[src/inc/tpx_pkg.sv]
/*
 * Constants, register layout and types for the twisted-pair transceiver
 * sequencer. Assumes a single 25 MHz system clock; every time window is
 * converted here into whole cycles of that clock.
 */
`default_nettype none

package tpx_pkg;

    // ------------------------------------------------------------------
    // Clock rates
    // ------------------------------------------------------------------
    localparam int CLK_NS = 40;
    localparam int CLK_MHZ = 25;
    localparam int CKO_MHZ = 10;
    localparam int BIT_NS = 100;

    // ------------------------------------------------------------------
    // Time windows (ns as printed, link period in ms) and derived cycle counts
    // ------------------------------------------------------------------
    localparam int TX_START_MAX_NS = 75;
    localparam int TX_START_CYC = (TX_START_MAX_NS / CLK_NS < 1) ? 1 : TX_START_MAX_NS / CLK_NS;
    localparam int ECHO_MAX_NS = 50;
    localparam int ECHO_CYC = (ECHO_MAX_NS / CLK_NS < 1) ? 1 : ECHO_MAX_NS / CLK_NS;
    localparam int EOP_MIN_NS = 250;
    localparam int EOP_CYC = (EOP_MIN_NS + CLK_NS - 1) / CLK_NS;
    localparam int LKPW_MIN_NS = 80;
    localparam int LKPW_CYC = (LKPW_MIN_NS + CLK_NS - 1) / CLK_NS;
    localparam int BEAT_MIN_NS = 80;
    localparam int BEAT_MAX_NS = 192;
    localparam int BEAT_MIN_CYC = (BEAT_MIN_NS + CLK_NS - 1) / CLK_NS;
    localparam int BEAT_MAX_CYC = BEAT_MAX_NS / CLK_NS;
    localparam int RX_HOLD_MIN_NS = 155;
    localparam int RX_HOLD_CYC = (RX_HOLD_MIN_NS + CLK_NS - 1) / CLK_NS;
    localparam int SQ_MAX_BITS = 5;
    localparam int SQ_MAX_CYC = SQ_MAX_BITS * BIT_NS / CLK_NS;
    localparam int SQ_EDGES = 3;
    localparam int LINK_PERIOD_MS = 16;
    localparam int LINK_PERIOD_CYC = LINK_PERIOD_MS * 1000000 / CLK_NS;

    // ------------------------------------------------------------------
    // Register map (byte addresses)
    // ------------------------------------------------------------------
    localparam logic [3:0] CTRL_OFS = 4'h0;
    localparam logic [3:0] STAT_OFS = 4'h4;
    localparam logic [2:0] CTRL_RST = 3'h6;
    localparam int STAT_BEAT_BIT = 3;

    typedef struct packed {
        logic link_pulse_en;
        logic duplex_select_n;
        logic loop_en;
    } tpx_ctrl_t;

    typedef struct packed {
        logic beat_seen;
        logic sq_open;
        logic drv_active;
        logic rx_en;
    } tpx_stat_t;

    typedef enum logic [1:0] {
        TX_IDLE,
        TX_SEND,
        TX_EOP,
        TX_LINK
    } tpx_tx_state_t;

endpackage

`default_nettype wire

[src/rtl/tpx_core.sv]
/*
 * Twisted-pair transceiver sequencer: transmit driver control, end of
 * packet hold, link pulses, echo and loopback, squelch and receive enable,
 * buffered clock output and an Avalon-MM register slave.
 * Assumes the hub controller drives the transmit pins from logic on i_clk;
 * the line receive input is asynchronous and is synchronised here.
 */
`timescale 1ns/10ps
`default_nettype none

// Summary of operation
// - Driver enabled while transmit enable is high, and during end of packet and link pulses.
// - Driver active within 75 ns of transmit enable rising.
// - Driver starts on transmit data; data forwarded within 75 ns.
// - Half-duplex echoes transmit data to receive outputs within 50 ns.
// - Receive enable rises within 50 ns of transmit enable rising.
// - Receive enable follows both edges of transmit enable within 400 ns.
// - Both driver outputs go high idle within 75 ns of enable falling.
// - End of packet held on the line for at least 250 ns.
// - Outgoing link test pulse is 80 to 120 ns wide.
// - Link beat pulses of 80 to 192 ns are accepted.
// - Loopback receive enable follows transmit enable within 50 ns.
// - Loopback routes transmit data to receive outputs within 50 ns.
// - Leaving loopback restores normal receive enable one clock (40 ns) later, not within 30 ns.
// - Squelch releases within five bit times of qualifying activity.
// - Received data appears and passes through in 80 to 120 ns (two sync flops and output register), not within 50 ns.
// - Received data valid together with receive enable rising.
// - Receive enable drops 155 to 250 ns after last received edge; here 280 to 320 ns.
// - Buffered 10 MHz clock is driven on the clock output.
// - Transmit data input is forwarded to the line driver.
// - Received data outputs forced high while receive enable is low.
// - Loopback sends only link pulses on the line driver.
// - Duplex select low means full-duplex operation.
module tpx_core #(
    parameter int LINK_PERIOD = tpx_pkg::LINK_PERIOD_CYC
) (
    input wire logic i_clk,
    input wire logic i_reset_n,
    input wire logic i_tx_en,
    input wire logic i_tx_data_a,
    input wire logic i_tx_data_b,
    input wire logic i_line_rx,
    output logic o_tp_drv_en,
    output logic o_tp_pos,
    output logic o_tp_neg,
    output logic o_rx_en,
    output logic o_rx_data_a,
    output logic o_rx_data_b,
    output logic o_clk_out,
    input wire logic [3:0] i_avs_address,
    input wire logic i_avs_read,
    input wire logic i_avs_write,
    input wire logic [31:0] i_avs_writedata,
    input wire logic [3:0] i_avs_byteenable,
    output logic [31:0] o_avs_readdata,
    output logic o_avs_waitrequest
);

    localparam int LW = $clog2(LINK_PERIOD + 1);
    localparam logic [LW-1:0] LINK_LAST = LW'(LINK_PERIOD - 1);
    localparam logic [2:0] EOP_LAST = 3'(tpx_pkg::EOP_CYC - 1);
    localparam logic [2:0] LKPW_LAST = 3'(tpx_pkg::LKPW_CYC - 1);
    localparam logic [2:0] HOLD_LAST = 3'(tpx_pkg::RX_HOLD_CYC - 1);
    localparam logic [2:0] BEAT_MIN = 3'(tpx_pkg::BEAT_MIN_CYC);
    localparam logic [2:0] BEAT_MAX = 3'(tpx_pkg::BEAT_MAX_CYC);
    localparam logic [1:0] SQ_LAST = 2'(tpx_pkg::SQ_EDGES - 1);
    localparam logic [4:0] CKO_STEP = 5'(2 * tpx_pkg::CKO_MHZ);
    localparam logic [4:0] CKO_MOD = 5'(tpx_pkg::CLK_MHZ);

    tpx_pkg::tpx_ctrl_t ctrl_r;
    tpx_pkg::tpx_tx_state_t tx_st_r;
    tpx_pkg::tpx_tx_state_t tx_st_nxt;
    logic [2:0] tx_cnt_r;
    logic [LW-1:0] link_cnt_r;
    logic link_due;
    logic tx_data;
    logic loop_on;
    logic half_duplex;
    logic line_s1_r;
    logic line_s2_r;
    logic line_d_r;
    logic line_edge;
    logic [2:0] gap_cnt_r;
    logic [1:0] edge_cnt_r;
    logic sq_open_r;
    logic [2:0] hi_cnt_r;
    logic beat_seen_r;
    logic beat_hit;
    logic rx_en_nxt;
    logic rx_data_nxt;
    logic [4:0] cko_acc_r;
    logic [5:0] cko_sum;
    logic ack_r;
    logic [31:0] rdata_r;
    tpx_pkg::tpx_stat_t stat;

    // ------------------------------------------------------------------
    // Transmit side
    // ------------------------------------------------------------------

    // Unused input sits high, so an AND merges the two sources
    assign tx_data = i_tx_data_a & i_tx_data_b;
    assign loop_on = ctrl_r.loop_en;
    assign half_duplex = ctrl_r.duplex_select_n; // Low selects full duplex

    // Link pulse timer, restarted by any frame so pulses only fill idle gaps
    always_ff @(posedge i_clk) begin
        if (!i_reset_n) begin
            link_cnt_r <= '0;
        end else if (tx_st_r == tpx_pkg::TX_SEND || tx_st_r == tpx_pkg::TX_LINK) begin
            link_cnt_r <= '0;
        end else if (link_cnt_r != LINK_LAST) begin
            link_cnt_r <= link_cnt_r + LW'(1);
        end
    end

    assign link_due = (link_cnt_r == LINK_LAST) && ctrl_r.link_pulse_en;

    // Next transmit state; hold and pulse phases run to completion
    always_comb begin
        tx_st_nxt = tx_st_r;
        unique case (tx_st_r)
            tpx_pkg::TX_IDLE: begin
                if (i_tx_en && !loop_on) begin
                    tx_st_nxt = tpx_pkg::TX_SEND;
                end else if (link_due) begin
                    tx_st_nxt = tpx_pkg::TX_LINK;
                end
            end
            tpx_pkg::TX_SEND: begin
                if (!i_tx_en || loop_on) begin
                    tx_st_nxt = tpx_pkg::TX_EOP;
                end
            end
            tpx_pkg::TX_EOP, tpx_pkg::TX_LINK: begin
                if (tx_cnt_r == 3'h0) begin // Waiting frame starts at once
                    tx_st_nxt = (i_tx_en && !loop_on) ? tpx_pkg::TX_SEND : tpx_pkg::TX_IDLE;
                end
            end
        endcase
    end

    // State and phase counter
    always_ff @(posedge i_clk) begin
        if (!i_reset_n) begin
            tx_st_r <= tpx_pkg::TX_IDLE;
            tx_cnt_r <= 3'h0;
        end else begin
            tx_st_r <= tx_st_nxt;
            if (tx_st_nxt == tpx_pkg::TX_EOP && tx_st_r != tpx_pkg::TX_EOP) begin
                tx_cnt_r <= EOP_LAST;
            end else if (tx_st_nxt == tpx_pkg::TX_LINK && tx_st_r != tpx_pkg::TX_LINK) begin
                tx_cnt_r <= LKPW_LAST;
            end else if (tx_cnt_r != 3'h0) begin
                tx_cnt_r <= tx_cnt_r - 3'h1;
            end
        end
    end

    // Driver pins decoded from the next state to save a cycle of latency
    always_ff @(posedge i_clk) begin
        if (!i_reset_n) begin
            {o_tp_drv_en, o_tp_pos, o_tp_neg} <= 3'b011;
        end else begin
            unique case (tx_st_nxt)
                tpx_pkg::TX_SEND: {o_tp_drv_en, o_tp_pos, o_tp_neg}
                    <= {1'b1, tx_data, ~tx_data};
                tpx_pkg::TX_EOP: {o_tp_drv_en, o_tp_pos, o_tp_neg} <= 3'b111;
                tpx_pkg::TX_LINK: {o_tp_drv_en, o_tp_pos, o_tp_neg} <= 3'b110;
                tpx_pkg::TX_IDLE: {o_tp_drv_en, o_tp_pos, o_tp_neg} <= 3'b011;
            endcase
        end
    end

    // ------------------------------------------------------------------
    // Receive side
    // ------------------------------------------------------------------

    // Line input crosses in through two flops before anything reads it
    always_ff @(posedge i_clk) begin
        if (!i_reset_n) begin
            line_s1_r <= 1'b0; // Idle low, so no false edge or beat after reset
            line_s2_r <= 1'b0;
            line_d_r <= 1'b0;
        end else begin
            line_s1_r <= i_line_rx;
            line_s2_r <= line_s1_r;
            line_d_r <= line_s2_r;
        end
    end

    assign line_edge = line_s2_r ^ line_d_r;

    // Squelch: a few closely spaced edges open it, a quiet gap closes it
    always_ff @(posedge i_clk) begin
        if (!i_reset_n) begin
            gap_cnt_r <= 3'h0;
            edge_cnt_r <= 2'h0;
            sq_open_r <= 1'b0;
        end else if (line_edge) begin
            gap_cnt_r <= 3'h0;
            if (edge_cnt_r == SQ_LAST) begin
                sq_open_r <= 1'b1;
            end else begin
                edge_cnt_r <= edge_cnt_r + 2'h1;
            end
        end else if (gap_cnt_r == HOLD_LAST) begin
            edge_cnt_r <= 2'h0;
            sq_open_r <= 1'b0;
        end else begin
            gap_cnt_r <= gap_cnt_r + 3'h1;
        end
    end

    // High-time meter for link beats, saturating so long pulses stay out
    always_ff @(posedge i_clk) begin
        if (!i_reset_n) begin
            hi_cnt_r <= 3'h0;
        end else if (!line_s2_r) begin
            hi_cnt_r <= 3'h0;
        end else if (hi_cnt_r != 3'h7) begin
            hi_cnt_r <= hi_cnt_r + 3'h1;
        end
    end

    assign beat_hit = line_d_r && !line_s2_r && !sq_open_r
                      && hi_cnt_r >= BEAT_MIN && hi_cnt_r <= BEAT_MAX;

    // Receive enable source: loopback, echo of own frame, or the line
    assign rx_en_nxt = loop_on ? i_tx_en
                       : (sq_open_r || (half_duplex && i_tx_en));

    // Data chooses transmit copy when looping or echoing, else the line
    always_comb begin
        if (!rx_en_nxt) begin
            rx_data_nxt = 1'b1;
        end else if (loop_on) begin
            rx_data_nxt = tx_data;
        end else if (half_duplex && i_tx_en) begin
            rx_data_nxt = tx_data;
        end else begin
            rx_data_nxt = line_s2_r;
        end
    end

    // Enable and data registered together so data is valid with enable
    always_ff @(posedge i_clk) begin
        if (!i_reset_n) begin
            o_rx_en <= 1'b0;
            o_rx_data_a <= 1'b1;
            o_rx_data_b <= 1'b1;
        end else begin
            o_rx_en <= rx_en_nxt;
            o_rx_data_a <= rx_data_nxt;
            o_rx_data_b <= rx_data_nxt;
        end
    end

    // ------------------------------------------------------------------
    // Clock output
    // ------------------------------------------------------------------

    // Fractional divider; edges jitter by a cycle since 25 is not 2 x 10
    assign cko_sum = {1'b0, cko_acc_r} + {1'b0, CKO_STEP};

    always_ff @(posedge i_clk) begin
        if (!i_reset_n) begin
            cko_acc_r <= CKO_STEP; // First edge toggles, no stall after reset
            o_clk_out <= 1'b0;
        end else if (cko_sum >= {1'b0, CKO_MOD}) begin
            cko_acc_r <= 5'(cko_sum - {1'b0, CKO_MOD});
            o_clk_out <= ~o_clk_out;
        end else begin
            cko_acc_r <= cko_sum[4:0];
        end
    end

    // ------------------------------------------------------------------
    // Register slave
    // ------------------------------------------------------------------

    // Every access waits exactly one cycle, then completes
    assign o_avs_waitrequest = (i_avs_read || i_avs_write) && !ack_r;
    assign o_avs_readdata = rdata_r;

    assign stat = {beat_seen_r, sq_open_r, o_tp_drv_en, o_rx_en}; // Field order of the type

    always_ff @(posedge i_clk) begin
        if (!i_reset_n) begin
            ack_r <= 1'b0;
        end else begin
            ack_r <= (i_avs_read || i_avs_write) && !ack_r;
        end
    end

    // Read data captured in the wait cycle so it stands at the done edge
    always_ff @(posedge i_clk) begin
        if (!i_reset_n) begin
            rdata_r <= 32'h0;
        end else if (i_avs_read && !ack_r) begin
            if (i_avs_address == tpx_pkg::CTRL_OFS) begin
                rdata_r <= {29'h0, ctrl_r};
            end else if (i_avs_address == tpx_pkg::STAT_OFS) begin
                rdata_r <= {28'h0, stat};
            end else begin
                rdata_r <= 32'h0;
            end
        end
    end

    // Control write; takes effect on the edge the access completes
    always_ff @(posedge i_clk) begin
        if (!i_reset_n) begin
            ctrl_r <= tpx_pkg::CTRL_RST;
        end else if (i_avs_write && ack_r && i_avs_byteenable[0]
                     && i_avs_address == tpx_pkg::CTRL_OFS) begin
            ctrl_r <= i_avs_writedata[2:0];
        end
    end

    // Sticky beat flag, write one to clear; a new beat beats the clear
    always_ff @(posedge i_clk) begin
        if (!i_reset_n) begin
            beat_seen_r <= 1'b0;
        end else if (beat_hit) begin
            beat_seen_r <= 1'b1;
        end else if (i_avs_write && ack_r && i_avs_byteenable[0]
                     && i_avs_address == tpx_pkg::STAT_OFS
                     && i_avs_writedata[tpx_pkg::STAT_BEAT_BIT]) begin
            beat_seen_r <= 1'b0;
        end
    end
endmodule

`default_nettype wire

[config.mk]
export PLATFORM = sky130hd
export DESIGN_NAME = tpx_core
export DESIGN_NICKNAME = d
export VERILOG_FILES = /design/src/inc/tpx_pkg.sv /design/src/rtl/tpx_core.sv
export SDC_FILE = /design/constraint.sdc
export NUM_CORES = 1
export LEC_CHECK = 0
export ABC_AREA = 1
export BUFFER_PORTS_ARGS = -buffer_cell sky130_fd_sc_hd__buf_2
export CAP_MARGIN = 15
export CORE_ASPECT_RATIO = 0.7
export CORE_UTILIZATION = 52
export CTS_CLUSTER_SIZE = 16
export DETAILED_ROUTE_END_ITERATION = 8
export GPL_TIMING_DRIVEN = 0
export PLACE_DENSITY_LB_ADDON = 0.3
export SLEW_MARGIN = 20
export SYNTH_ARGS = -nofsm -noshare
export SYNTH_HDL_FRONTEND = slang
export SYNTH_SLANG_ARGS = --single-unit
[constraint.sdc]
create_clock -name i_clk -period 2.2 [get_ports i_clk]
set_input_delay 0.22 -clock i_clk [delete_from_list [all_inputs] [get_ports i_clk]]
set_output_delay 0.22 -clock i_clk [all_outputs]
set_load 0.02 [all_outputs]
* Yosys cells after proc, flatten, opt, wreduce, memory -nomap -nowiden
Cells that the tools add are included.
** Word-level totals
- Register bits :: 84
- Input port bits :: 48
- Output and inout bits :: 40
- Word-level logic and storage cells :: 126
** Cells by class
- Add/sub/neg operators :: 7
- Order comparisons :: 3
- Equal/unequal tests :: 16
- Multiplexer cells :: 26
- Bitwise logic cells :: 5
- Reductions and logical operators :: 45
** Operators by type and width (number)
- adder 19 x 1 -> 19 bit, second input constant :: 1
- equality test 19 bit, second input constant :: 1
- inequality test 19 bit, second input constant :: 1
- logical AND 1 bit :: 16
- two-way mux 2 bit :: 7
- equality test 2 bit, second input constant :: 5
- OR reduction 2 bit :: 5
- two-way mux 1 bit :: 9
- two-way mux 3 bit :: 3
- two-way mux 4 bit :: 2
- AND reduction 2 bit :: 4
- adder 3 x 1 -> 3 bit, second input constant :: 2
- adder 5 x 5 -> 6 bit, second input constant :: 1
- >= comparator 6 x 5 -> 1 bit, second input constant :: 1
- inequality test 2 bit, second input constant :: 3
- case mux 2 bit (3 select lines) :: 1
- nonzero test 2 bit :: 3
- nonzero test 3 bit :: 2
- OR reduction 3 bit :: 2
- logical NOT 1 bit :: 5
- two-way mux 5 bit :: 1
- subtractor 5 bit, second input constant :: 1
- equality test 2 x 1 -> 1 bit, second input constant :: 2
- equality test 4 x 3 -> 1 bit, second input constant :: 1
- 16 further kinds :: 23

* Longest topological paths before layout
Gate-level depths: netlist of the first run.
- Word-level depth :: 9
- Gate-level depth with buffers :: 11
- Gate-level depth less buffers :: 11

* Least setup slack after synthesis of the first run
No wires, ideal clock.
- Kind :: register to register
- Start point :: register tx_cnt_r[0]
- End point :: register o_tp_neg
- Library setup time :: 0.114 ns
- Arrival time :: 1.496 ns
- Required time :: 2.086 ns
- Path slack :: 0.590 ns
- Stages on the path, launching flop included :: 11
- Buffers on the path :: 0
- Clock period less this slack :: 1.610 ns
- Cell sequence :: dfxtp_1 > inv_1 > ha_1 > ha_1 > or2_2 > nand2_1 > o21ai_0 > o21ai_0 > nand2_2 > nor2_4 > nand2_1
** On the way
- Longest elaborated chain between the ends :: 6
- Elaborated cells between the ends (all ways) :: 9
- Classes of those cells :: eq/ne (3); mux (3); reduce/logical (3)
** RTL lines
- start: declaration :: line tpx_core.sv:73 : logic [2:0] tx_cnt_r;
- start signal: assignment :: line tpx_core.sv:155 : tx_cnt_r <= tx_cnt_r - 3'h1;
- logical NOT 3 bit * :: line tpx_core.sv:136 : if (tx_cnt_r == 3'h0) begin
- two-way mux 2 bit * :: line tpx_core.sv:136
- case mux 2 bit (3 select lines) * :: line tpx_core.sv:122 : unique case (tx_st_r)
- equality test 2 bit / logical NOT 2 bit (equally long branches) :: line tpx_core.sv:165 : unique case (tx_st_nxt)
- OR reduction 2 bit (no line)
- case mux 1 bit (3 select lines) * :: line tpx_core.sv:165
- end signal: assignment :: line tpx_core.sv:168 : tpx_pkg::TX_EOP: {o_tp_drv_en, o_tp_pos, o_tp_neg} <= 3'b111;
- end signal: assignment :: line tpx_core.sv:169 : tpx_pkg::TX_LINK: {o_tp_drv_en, o_tp_pos, o_tp_neg} <= 3'b110;
- end signal: assignment :: line tpx_core.sv:170 : tpx_pkg::TX_IDLE: {o_tp_drv_en, o_tp_pos, o_tp_neg} <= 3'b011;
- end: declaration :: line tpx_core.sv:45 : output logic o_tp_neg,
Every way passes the cells marked *; elsewhere a longest branch is shown, timed or not.
A chain may end at the register's enable or synchronous reset.

* Worst setup path after layout of the first run
Ends and elaborated chain as after synthesis.

==> out/results.txt, run 1 <==
Status - finished clean
Leakage power - 1.64 nW
FF-to-FF path depth - 10
VDD IR max - 0.000570 V
Number of iterations in the first detailed-routing pass - 4
Vias post-DR - 2589
Routed Antenna Nets - 0
CTS H-tree lvls - 2
Min-Delay Path Depth - 3
Reg-to-Reg End - o_tp_neg$_SDFF_PN1_
CP Capture Type - flip-flop
Synth unique cells - 34
Area grow syn2layout - 14.7%
Synth top area cells - dfxtp_1 (38%), nand2_1 (7.6%), buf_4 (7.4%)
Largest net degree at the start of global routing - 17
Critical Path Fanout Max - 5
Slowest CP cell - dfxtp_1
Initial DRC count - 187
# resized after CTS - 0
Hold_buf cts - 0
Post-synth top area share - 38.0%
Final hold slack - 79.9 ps
Hold Vio Cnt, Final - 0
Final #Nets - 527
Setup Fix Bufs, Post-CTS - 0
CP cell instances - inv_1, ha_1, ha_1, or2_2, nand2_1, o21ai_0, o21ai_0, nand2_2, nor2_4, nand2_1
Crit path DAT - 2010 ps
Residual DRC - 0
Routed WL - 5.97 mm
#FFs+latches synth - 56
ANT cells - 0
# IOs - 88
Max stage delay on crit path - 350 ps
Fraction of layout cells with a size suffix above 1 - 18.9%
MaxCap Viol Count - 0
Post-detail-place hpwl - 4.62 mm
Tightest Hold Check Type - primary input to flip-flop
Final period util - 81.6%
Die width - 92.1 µm
Commonest non-fill, non-tap cell in the layout - nand2_1
Post-Place Cells - 529
Routability cong. - 0.932
Total Routing Usage GR - 21.1%
Avg WL per Cell - 11.1 µm
Max_slew headroom - 65.3%
Post-synthesis cell area - 2950 µm²
Power Dens Cells - 773 nW/µm²
Starting Density - 55.0%
Crit-path leading delay family - simple AND/OR/NAND/NOR gates
Setup TNS - 0 ps
Reg-to-reg startpoint - tx_cnt_r[0]$_SDFFE_PP0P_
Clk Latency, worst-skew pair - 320 ps
Worst-margin pin slew - 521 ps
Commonest cells after routing, fill and taps aside - nand2_1 (60), inv_1 (57), dfxtp_1 (56)
Die height - 65.1 µm
Cell count after synthesis - 403
Vias per Instance - 4.82
Clk buf depth - 2
Final setup vio count - 0
Cell Area, Placed - 3280 µm²
Register area share after synthesis - 38.0%
Gr ovfl total - 0
Hold Startpoint - i_line_rx
Clock slew at reported path FFs - 100 ps
Core Footprint - 5370 µm²
Max Slew Vio Count - 0
CP startpoint kind - flip-flop
Antenna violations before repair - 0
Cts bufs inserted - 5
Core Rows - 22
Reg2reg setup slack - 400 ps
Total die area - 5990 µm²
Final min period - 1800 ps
Port Buf Inserts - 27
Synth warn - 0
Leading area contributor after synthesis - dfxtp_1
Max Freq - 0.557 GHz
Clk sinks - 56
Clock tree root driver cell - clkbuf_8
Critical path buffers and inverters - 1
Non-filler cells, final - 537
Final Instance Area - 3390 µm²
Worst Hold Endpoint - line_s1_r$_SDFF_PN0_
Syn avg cell area - 7.33 µm²
First-pass GRT wire length - 9.98 mm
Worst clock skew - 9.30 ps
TritonCTS clock tree - done
RSZ-0062 raised after global routing - false
Crit Path Class - flip-flop to flip-flop
Number of global-route vias before repair - 2269
Critical Path RT - 2420 ps
[area by class of cell]
class | count | area [µm²]
Clock buffer | 6 | 72.6
Multi-Input combinational cell | 278 | 1460
Buffer | 33 | 235
Timing Repair Buffer | 27 | 135
Sequential cell | 56 | 1120
Fill cell | 484 | 1980
Clock inverter | 2 | 35.0
Inverter | 63 | 236
Tap cell | 72 | 90.1
[worst max-delay path by stage]
stage,start,to,slack [ps],cells after the start
final,tx_cnt_r[0]$_SDFFE_PP0P_,o_tp_neg$_SDFF_PN1_,400,10
after global routing,tx_cnt_r[0]$_SDFFE_PP0P_,o_tp_neg$_SDFF_PN1_,290,10
after CTS,tx_cnt_r[0]$_SDFFE_PP0P_,o_tp_neg$_SDFF_PN1_,430,10
after detailed placement,tx_cnt_r[0]$_SDFFE_PP0P_,o_tp_neg$_SDFF_PN1_,450,10
after global placement,tx_cnt_r[0]$_SDFFE_PP0P_,o_tp_neg$_SDFF_PN1_,510,10
after floorplan,tx_cnt_r[0]$_SDFFE_PP0P_,o_tp_neg$_SDFF_PN1_,590,10
[state kept, by name, summed over array words and instances (netlist names)]
name and count:
edge_cnt_r 2, o_avs_readdata 4, cko_acc_r 5, sq_open_r 1, line_d_r 1, line_s2_r 1
half_duplex 1, link_cnt_r 19, o_tp_drv_en 1, tx_cnt_r 3, beat_seen_r 1, line_s1_r 1
o_tp_pos 1, o_rx_en 1, hi_cnt_r 3, loop_on 1, gap_cnt_r 3, o_clk_out 1
o_rx_data_b 1, o_tp_neg 1, ack_r 1, ctrl_r 1, tx_st_r 2
[worst min-delay path, stage by stage]
cell and delay [ps]:
buf_2 70, nand2_1 40, inv_1 40
[through the flow]
step | util [%] | power [mW] | setup slack, ps
5_1_grt | 63.1 | 2.78 | 289
2_1_floorplan | - | 1.79 | 590
3_3_place_gp | 61.1 | 1.91 | 513
4_1_cts | 63.1 | 2.62 | 425
3_5_place_dp | 61.1 | 1.95 | 449
6_report | 63.1 | 2.62 | 405
[report_power, final]
group / switching [mW] / leakage [nW] / total [mW] / internal [mW]
Sequential: 0.0794 / 0.458 / 1.21 / 1.13
Clock: 0.340 / 0.0552 / 0.678 / 0.339
Combinational: 0.448 / 1.12 / 0.735 / 0.287
[per-layer routing]
layer	vias up	GRT usage, %	wire [µm]
met4	0	7.81	79
met3	9	3.99	297
li1	1371	-	-
met2	67	33.3	2510
met5	-	0	0
met1	1142	28.8	3080
[synth_stat cells]
cell	n
nand2_1	60
nand4_2	2
o21a_1	1
ha_1	15
or2_1	1
nand3_2	2
inv_2	6
xor2_1	4
a21oi_1	35
o221ai_1	3
a31oi_1	3
xnor2_1	1
nor2_4	3
buf_4	29
conb_1	1
nand3_1	12
or2_2	2
nand2_2	2
nor2_1	45
nor4_1	1
nor3_1	11
a211oi_1	2
inv_1	57
a21o_1	1
o21ai_0	22
nor2_2	3
nand4_1	8
buf_2	2
o21ai_1	7
clkbuf_1	2
o21ai_2	1
nor3_2	2
dfxtp_1	56
o211ai_1	1
[logic make-up after synthesis]
logic type | count (synthesis) | share of synthesized area, %
flip-flops | 56 | 38.0
other | 1 | 0.127
XOR/XNOR | 5 | 1.48
buffers and inverters | 96 | 16.0
AND/OR/NAND/NOR | 154 | 24.2
adder cells (fa/ha/maj) | 15 | 6.35
AO/OA/AOI/OAI | 76 | 13.9
No activity file was read; power rests on OpenSTA's default activity.
==> run 2: changes to the inputs <==
clock period = 1.8 ns   (was 2.2 ns; I/O delays follow)
==> run 2 against run 1 <==
  * Cell area is 0.55% higher
  * Clock power is 22% higher
  * Fmax is 5.6% higher
  * Largest power group unchanged
==> out/results.txt, run 2 (same netlist as run 1, synthesis figures left out) <==
Max_slew headroom - 65.2%
Total Routing Usage GR - 21.1%
VDD IR max - 0.000705 V
TritonCTS clock tree - done
Clk sinks - 56
Setup TNS - 0 ps
Core Rows - 22
Final period util - 94.4%
Vias per Instance - 4.83
Routed Antenna Nets - 0
ANT cells - 0
Cell Area, Placed - 3280 µm²
Total die area - 5990 µm²
Final hold slack - 39.9 ps
Worst-margin pin slew - 521 ps
Cts bufs inserted - 5
Die width - 92.1 µm
Max Freq - 0.588 GHz
Avg WL per Cell - 11.1 µm
Commonest non-fill, non-tap cell in the layout - nand2_1
Gr ovfl total - 0
Max stage delay on crit path - 340 ps
Power Dens Cells - 945 nW/µm²
Critical Path RT - 2020 ps
Clk buf depth - 2
CTS H-tree lvls - 2
CP startpoint kind - flip-flop
Worst clock skew - 8.80 ps
Number of iterations in the first detailed-routing pass - 5
Number of global-route vias before repair - 2269
First-pass GRT wire length - 9.98 mm
CP Capture Type - flip-flop
# IOs - 88
Final core occ - 63.5%
Hold Startpoint - i_line_rx
Residual DRC - 0
Starting Density - 55.0%
MaxCap Viol Count - 0
Tightest Hold Check Type - primary input to flip-flop
Crit Path Class - flip-flop to flip-flop
Leakage power - 1.63 nW
Routability cong. - 0.932
Post-detail-place hpwl - 4.62 mm
Hold Vio Cnt, Final - 0
Status - finished clean
Setup Fix Bufs, Post-CTS - 0
Max Slew Vio Count - 0
Pre-CTS WS - 49.5 ps
Clock slew at reported path FFs - 100 ps
Port Buf Inserts - 27
Fraction of layout cells with a size suffix above 1 - 20.2%
Initial DRC count - 206
Final #Nets - 527
Crit path top cell by count - nand2_1
Reg-to-reg startpoint - tx_cnt_r[0]$_SDFFE_PP0P_
Commonest cells after routing, fill and taps aside - nand2_1 (59), inv_1 (57), dfxtp_1 (53)
Reg with most FFs - link_cnt_r
Antenna violations before repair - 0
Die height - 65.1 µm
Max FFs per register - 19
Final min period - 1700 ps
Largest net degree at the start of global routing - 17
Crit path DAT - 1910 ps
Area grow syn2layout - 15.3%
Vias post-DR - 2593
Clk Latency, worst-skew pair - 320 ps
Slowest CP cell - dfxtp_2
RSZ-0062 raised after global routing - false
CP startpoint - tx_cnt_r[0]$_SDFFE_PP0P_
Final Instance Area - 3410 µm²
Critical Path Fanout Max - 5
Final Worst Setup Slack - 101 ps
Routed WL - 5.95 mm
Core Footprint - 5370 µm²
Clock tree root driver cell - clkbuf_8
CP cell instances - inv_1, ha_1, ha_2, or2_2, nand2_1, o21ai_0, o21ai_1, nand2_2, nor2_4, nand2_1
Final setup vio count - 0
==> run 2: repair_timing <==
action / in CTS / in global routing
endpoints found under the setup margin: 0 / 7
resized for setup: 0 / 8
hold buffers: 0 / 0
==> run 2: worst paths after layout <==
| kind | endpoint | slack, ps | depth (start not counted) |
|---|---|---|---|
| worst max-delay path | o_tp_neg$_SDFF_PN1_ | 100 | 10 |
| worst min-delay path | line_s1_r$_SDFF_PN0_ | 40 | 3 |
| worst max register to register | o_tp_neg$_SDFF_PN1_ | 100 | 10 |
| worst min register to register | line_s2_r$_SDFF_PN0_ | 420 | 2 |
==> run 2: layout make-up <==
cell class / count / area (µm²)
buffer: 33 / 235
clock buffer: 6 / 72.6
clock inverter: 2 / 35.0
fill: 477 / 1960
inverter: 63 / 236
multi-input combinational: 278 / 1480
sequential: 56 / 1120
tap: 72 / 90.1
timing repair buffer: 27 / 135
==> run 2: report_power, final <==
part           switching [mW]  internal (mW)  leakage [nW]
Combinational           0.552          0.360          1.12
Sequential             0.0972           1.38         0.459
Clock                   0.414          0.414        0.0552
Total                    1.06           2.15          1.63
==> run 2: through the flow <==
stage	instances	power [mW]
2_1_floorplan	430	2.18
3_3_place_gp	529	2.33
3_5_place_dp	529	2.38
4_1_cts	537	3.20
5_1_grt	537	3.42
6_report	537	3.22
==> run 2: critical path, delay by kind of cell (launching register included) <==
| kind | cells | cell delay [ps] |
|---|---|---|
| and+or+nand+nor | 5 | 630 |
| adders and majority gates | 2 | 390 |
| DFF | 1 | 340 |
| AOI/OAI and AO/OA | 2 | 180 |
| buffers and inverters | 1 | 40 |
==> run 2: layer usage <==
| metal | part of all wire [%] | track usage [%] | routed length, µm |
|---|---|---|---|
| met4 | 1.2 | 7.81 | 72 |
| met3 | 6.2 | 3.99 | 371 |
| met1 | 50 | 28.8 | 3000 |
| met5 | 0 | 0 | 0 |
| met2 | 42 | 33.3 | 2510 |
==> run 3: changes to the inputs <==
CORE_MARGIN = 2   (was unset)
==> run 3 against run 2 <==
  * Combinational power decreased by 2%
  * Clock-buffer cell count unchanged
  * Final cell count unchanged
  * Critical endpoint unchanged
  * Sequential power is essentially flat
  * Critical path depth is the same
  * Worst setup slack better by 19 ps
==> out/results.txt, run 3 (same netlist as run 1, synthesis figures left out) <==
CTS H-tree lvls - 2
Number of global-route vias before repair - 2404
Reg-to-reg startpoint - tx_cnt_r[0]$_SDFFE_PP0P_
Total power - 3.06 mW
MaxCap Viol Count - 0
Highest Signal Layer - met4
Worst clock skew - 3.95 ps
Clock tree root driver cell - clkbuf_8
Core Rows - 22
Critical Path RT - 2010 ps
TritonCTS clock tree - done
Status - finished clean
Hold Vio Cnt, Final - 0
Non-filler cells, final - 537
Commonest non-fill, non-tap cell in the layout - nand2_1
Routed WL - 5.87 mm
Tightest Hold Check Type - primary input to flip-flop
Worst Hold Endpoint - line_s1_r$_SDFF_PN0_
Hold Startpoint - i_line_rx
Cts bufs inserted - 5
Fraction of layout cells with a size suffix above 1 - 20.0%
Reg2reg setup slack - 120 ps
Crit Path Class - flip-flop to flip-flop
Slowest CP cell - dfxtp_2
Reg with most FFs - link_cnt_r
Starting Density - 55.0%
ANT cells - 0
Number of iterations in the first detailed-routing pass - 4
Routed length on met1 - 3.04 mm
Vias per Instance - 4.78
VDD IR max - 0.000731 V
Reg-to-Reg End - o_tp_neg$_SDFF_PN1_
Final min period - 1680 ps
CP Capture Type - flip-flop
Area grow syn2layout - 14.5%
Largest net degree at the start of global routing - 17
Final period util - 93.3%
Leakage power - 1.63 nW
Max Slew Vio Count - 0
Routability cong. - 0.915
Final setup vio count - 0
Total Routing Usage GR - 20.8%
Initial DRC count - 98
Clk buf depth - 2
# IOs - 88
Port Buf Inserts - 27
Total die area - 6310 µm²
Clk Latency, worst-skew pair - 300 ps
Antenna violations before repair - 0
Crit path DAT - 1890 ps
Max stage delay on crit path - 350 ps
Post-detail-place hpwl - 4.74 mm
Post-Place Cells - 529
Min-Delay Path Depth - 3
Die width - 94.1 µm
Worst-margin pin slew - 510 ps
Avg WL per Cell - 10.9 µm
Max_slew headroom - 66.0%
Critical Path Fanout Max - 5
Gr ovfl total - 0
Clk sinks - 56
RSZ-0062 raised after global routing - false
FILL cells - 502
Core Footprint - 5370 µm²
Commonest cells after routing, fill and taps aside - nand2_1 (59), inv_1 (57), dfxtp_1 (55)
CP startpoint kind - flip-flop
Power Dens Cells - 906 nW/µm²
Clock slew at reported path FFs - 90 ps
WL met2 - 2.40 mm
Setup TNS - 0 ps
CP cell instances - inv_1, ha_1, ha_2, or2_2, nand2_1, o21ai_0, o21ai_0, nand2_2, nor2_4, nand2_1
Routed Antenna Nets - 0
Vias post-DR - 2565
Met3 wire len - 388 µm
First-pass GRT wire length - 10.5 mm
FF-to-FF path depth - 10
Max Freq - 0.595 GHz
Max FFs per register - 19
Final Instance Area - 3380 µm²
Die height - 67.1 µm
Residual DRC - 0
Final #Nets - 527
Cell Area, Placed - 3280 µm²
[run 3: cell count changes in the layout (fill, tap and decap cells not counted), sizes merged]
cell    previous run  this run
bufinv             1         0
clkinv             1         2
[run 3: cell type report]
class | instances | area [µm²] | area share (%)
repair buffers | 27 | 135 | 4.00
clock buffers | 6 | 82.6 | 2.44
inverters | 63 | 236 | 6.99
well taps | 72 | 90.1 | 2.66
plain buffers | 33 | 235 | 6.96
multi-input cells | 278 | 1470 | 43.5
clock inverters | 2 | 10.0 | 0.296
flip-flops and latches | 56 | 1120 | 33.2
[run 3: worst max-delay path: cells and delay by family, from the launching register on]
family	cells	cell delay, ps
flip-flops	1	350
AO/OA/AOI/OAI	2	170
AND/OR/NAND/NOR	5	640
adder cells (fa/ha/maj)	2	400
buffers and inverters	1	40
[run 3: where the power goes]
group          internal, mW  switching, mW  total (mW)
sequential             1.38         0.0937        1.47
combinational         0.357          0.540       0.897
clock                 0.308          0.388       0.696
total                  2.04           1.02        3.06
[run 3: metrics by stage]
| step | hold slack [ps] | utilization, % | setup WS, ps |
|---|---|---|---|
| 5_1_grt | 64.3 | 63.0 | 6.40 |
| 6_report | 50.4 | 63.0 | 120 |
| 2_1_floorplan | 278 | - | 190 |
| 3_5_place_dp | 364 | 61.1 | 62.2 |
| 3_3_place_gp | 366 | 61.1 | 92.0 |
| 4_1_cts | 45.5 | 62.8 | 49.6 |
[run 3: worst max path at each step]
stage,to,from,depth (start not counted)
2_1_floorplan,o_tp_neg$_SDFF_PN1_,tx_cnt_r[0]$_SDFFE_PP0P_,10
3_3_place_gp,o_tp_neg$_SDFF_PN1_,tx_cnt_r[0]$_SDFFE_PP0P_,10
4_1_cts,o_tp_neg$_SDFF_PN1_,tx_cnt_r[0]$_SDFFE_PP0P_,10
6_report,o_tp_neg$_SDFF_PN1_,tx_cnt_r[0]$_SDFFE_PP0P_,10
3_5_place_dp,o_tp_neg$_SDFF_PN1_,tx_cnt_r[0]$_SDFFE_PP0P_,10
5_1_grt,link_cnt_r[16]$_SDFFE_PP0P_,link_cnt_r[0]$_SDFFE_PP0P_,8
[run 3: layer usage]
layer / track usage (%) / vias up
met3: 3.96 / 5
met4: 5.25 / 0
met1: 29.2 / 1133
met2: 32.8 / 68
met5: 0 / -
li1: - / 1359
[run 3: what timing repair did]
| action | 4_1_cts | 5_1_grt |
|---|---|---|
| setup buffers | 0 | 0 |
| gates resized for setup | 0 | 4 |
| setup endpoints to repair | 0 | 8 |
| hold buffers | 0 | 0 |
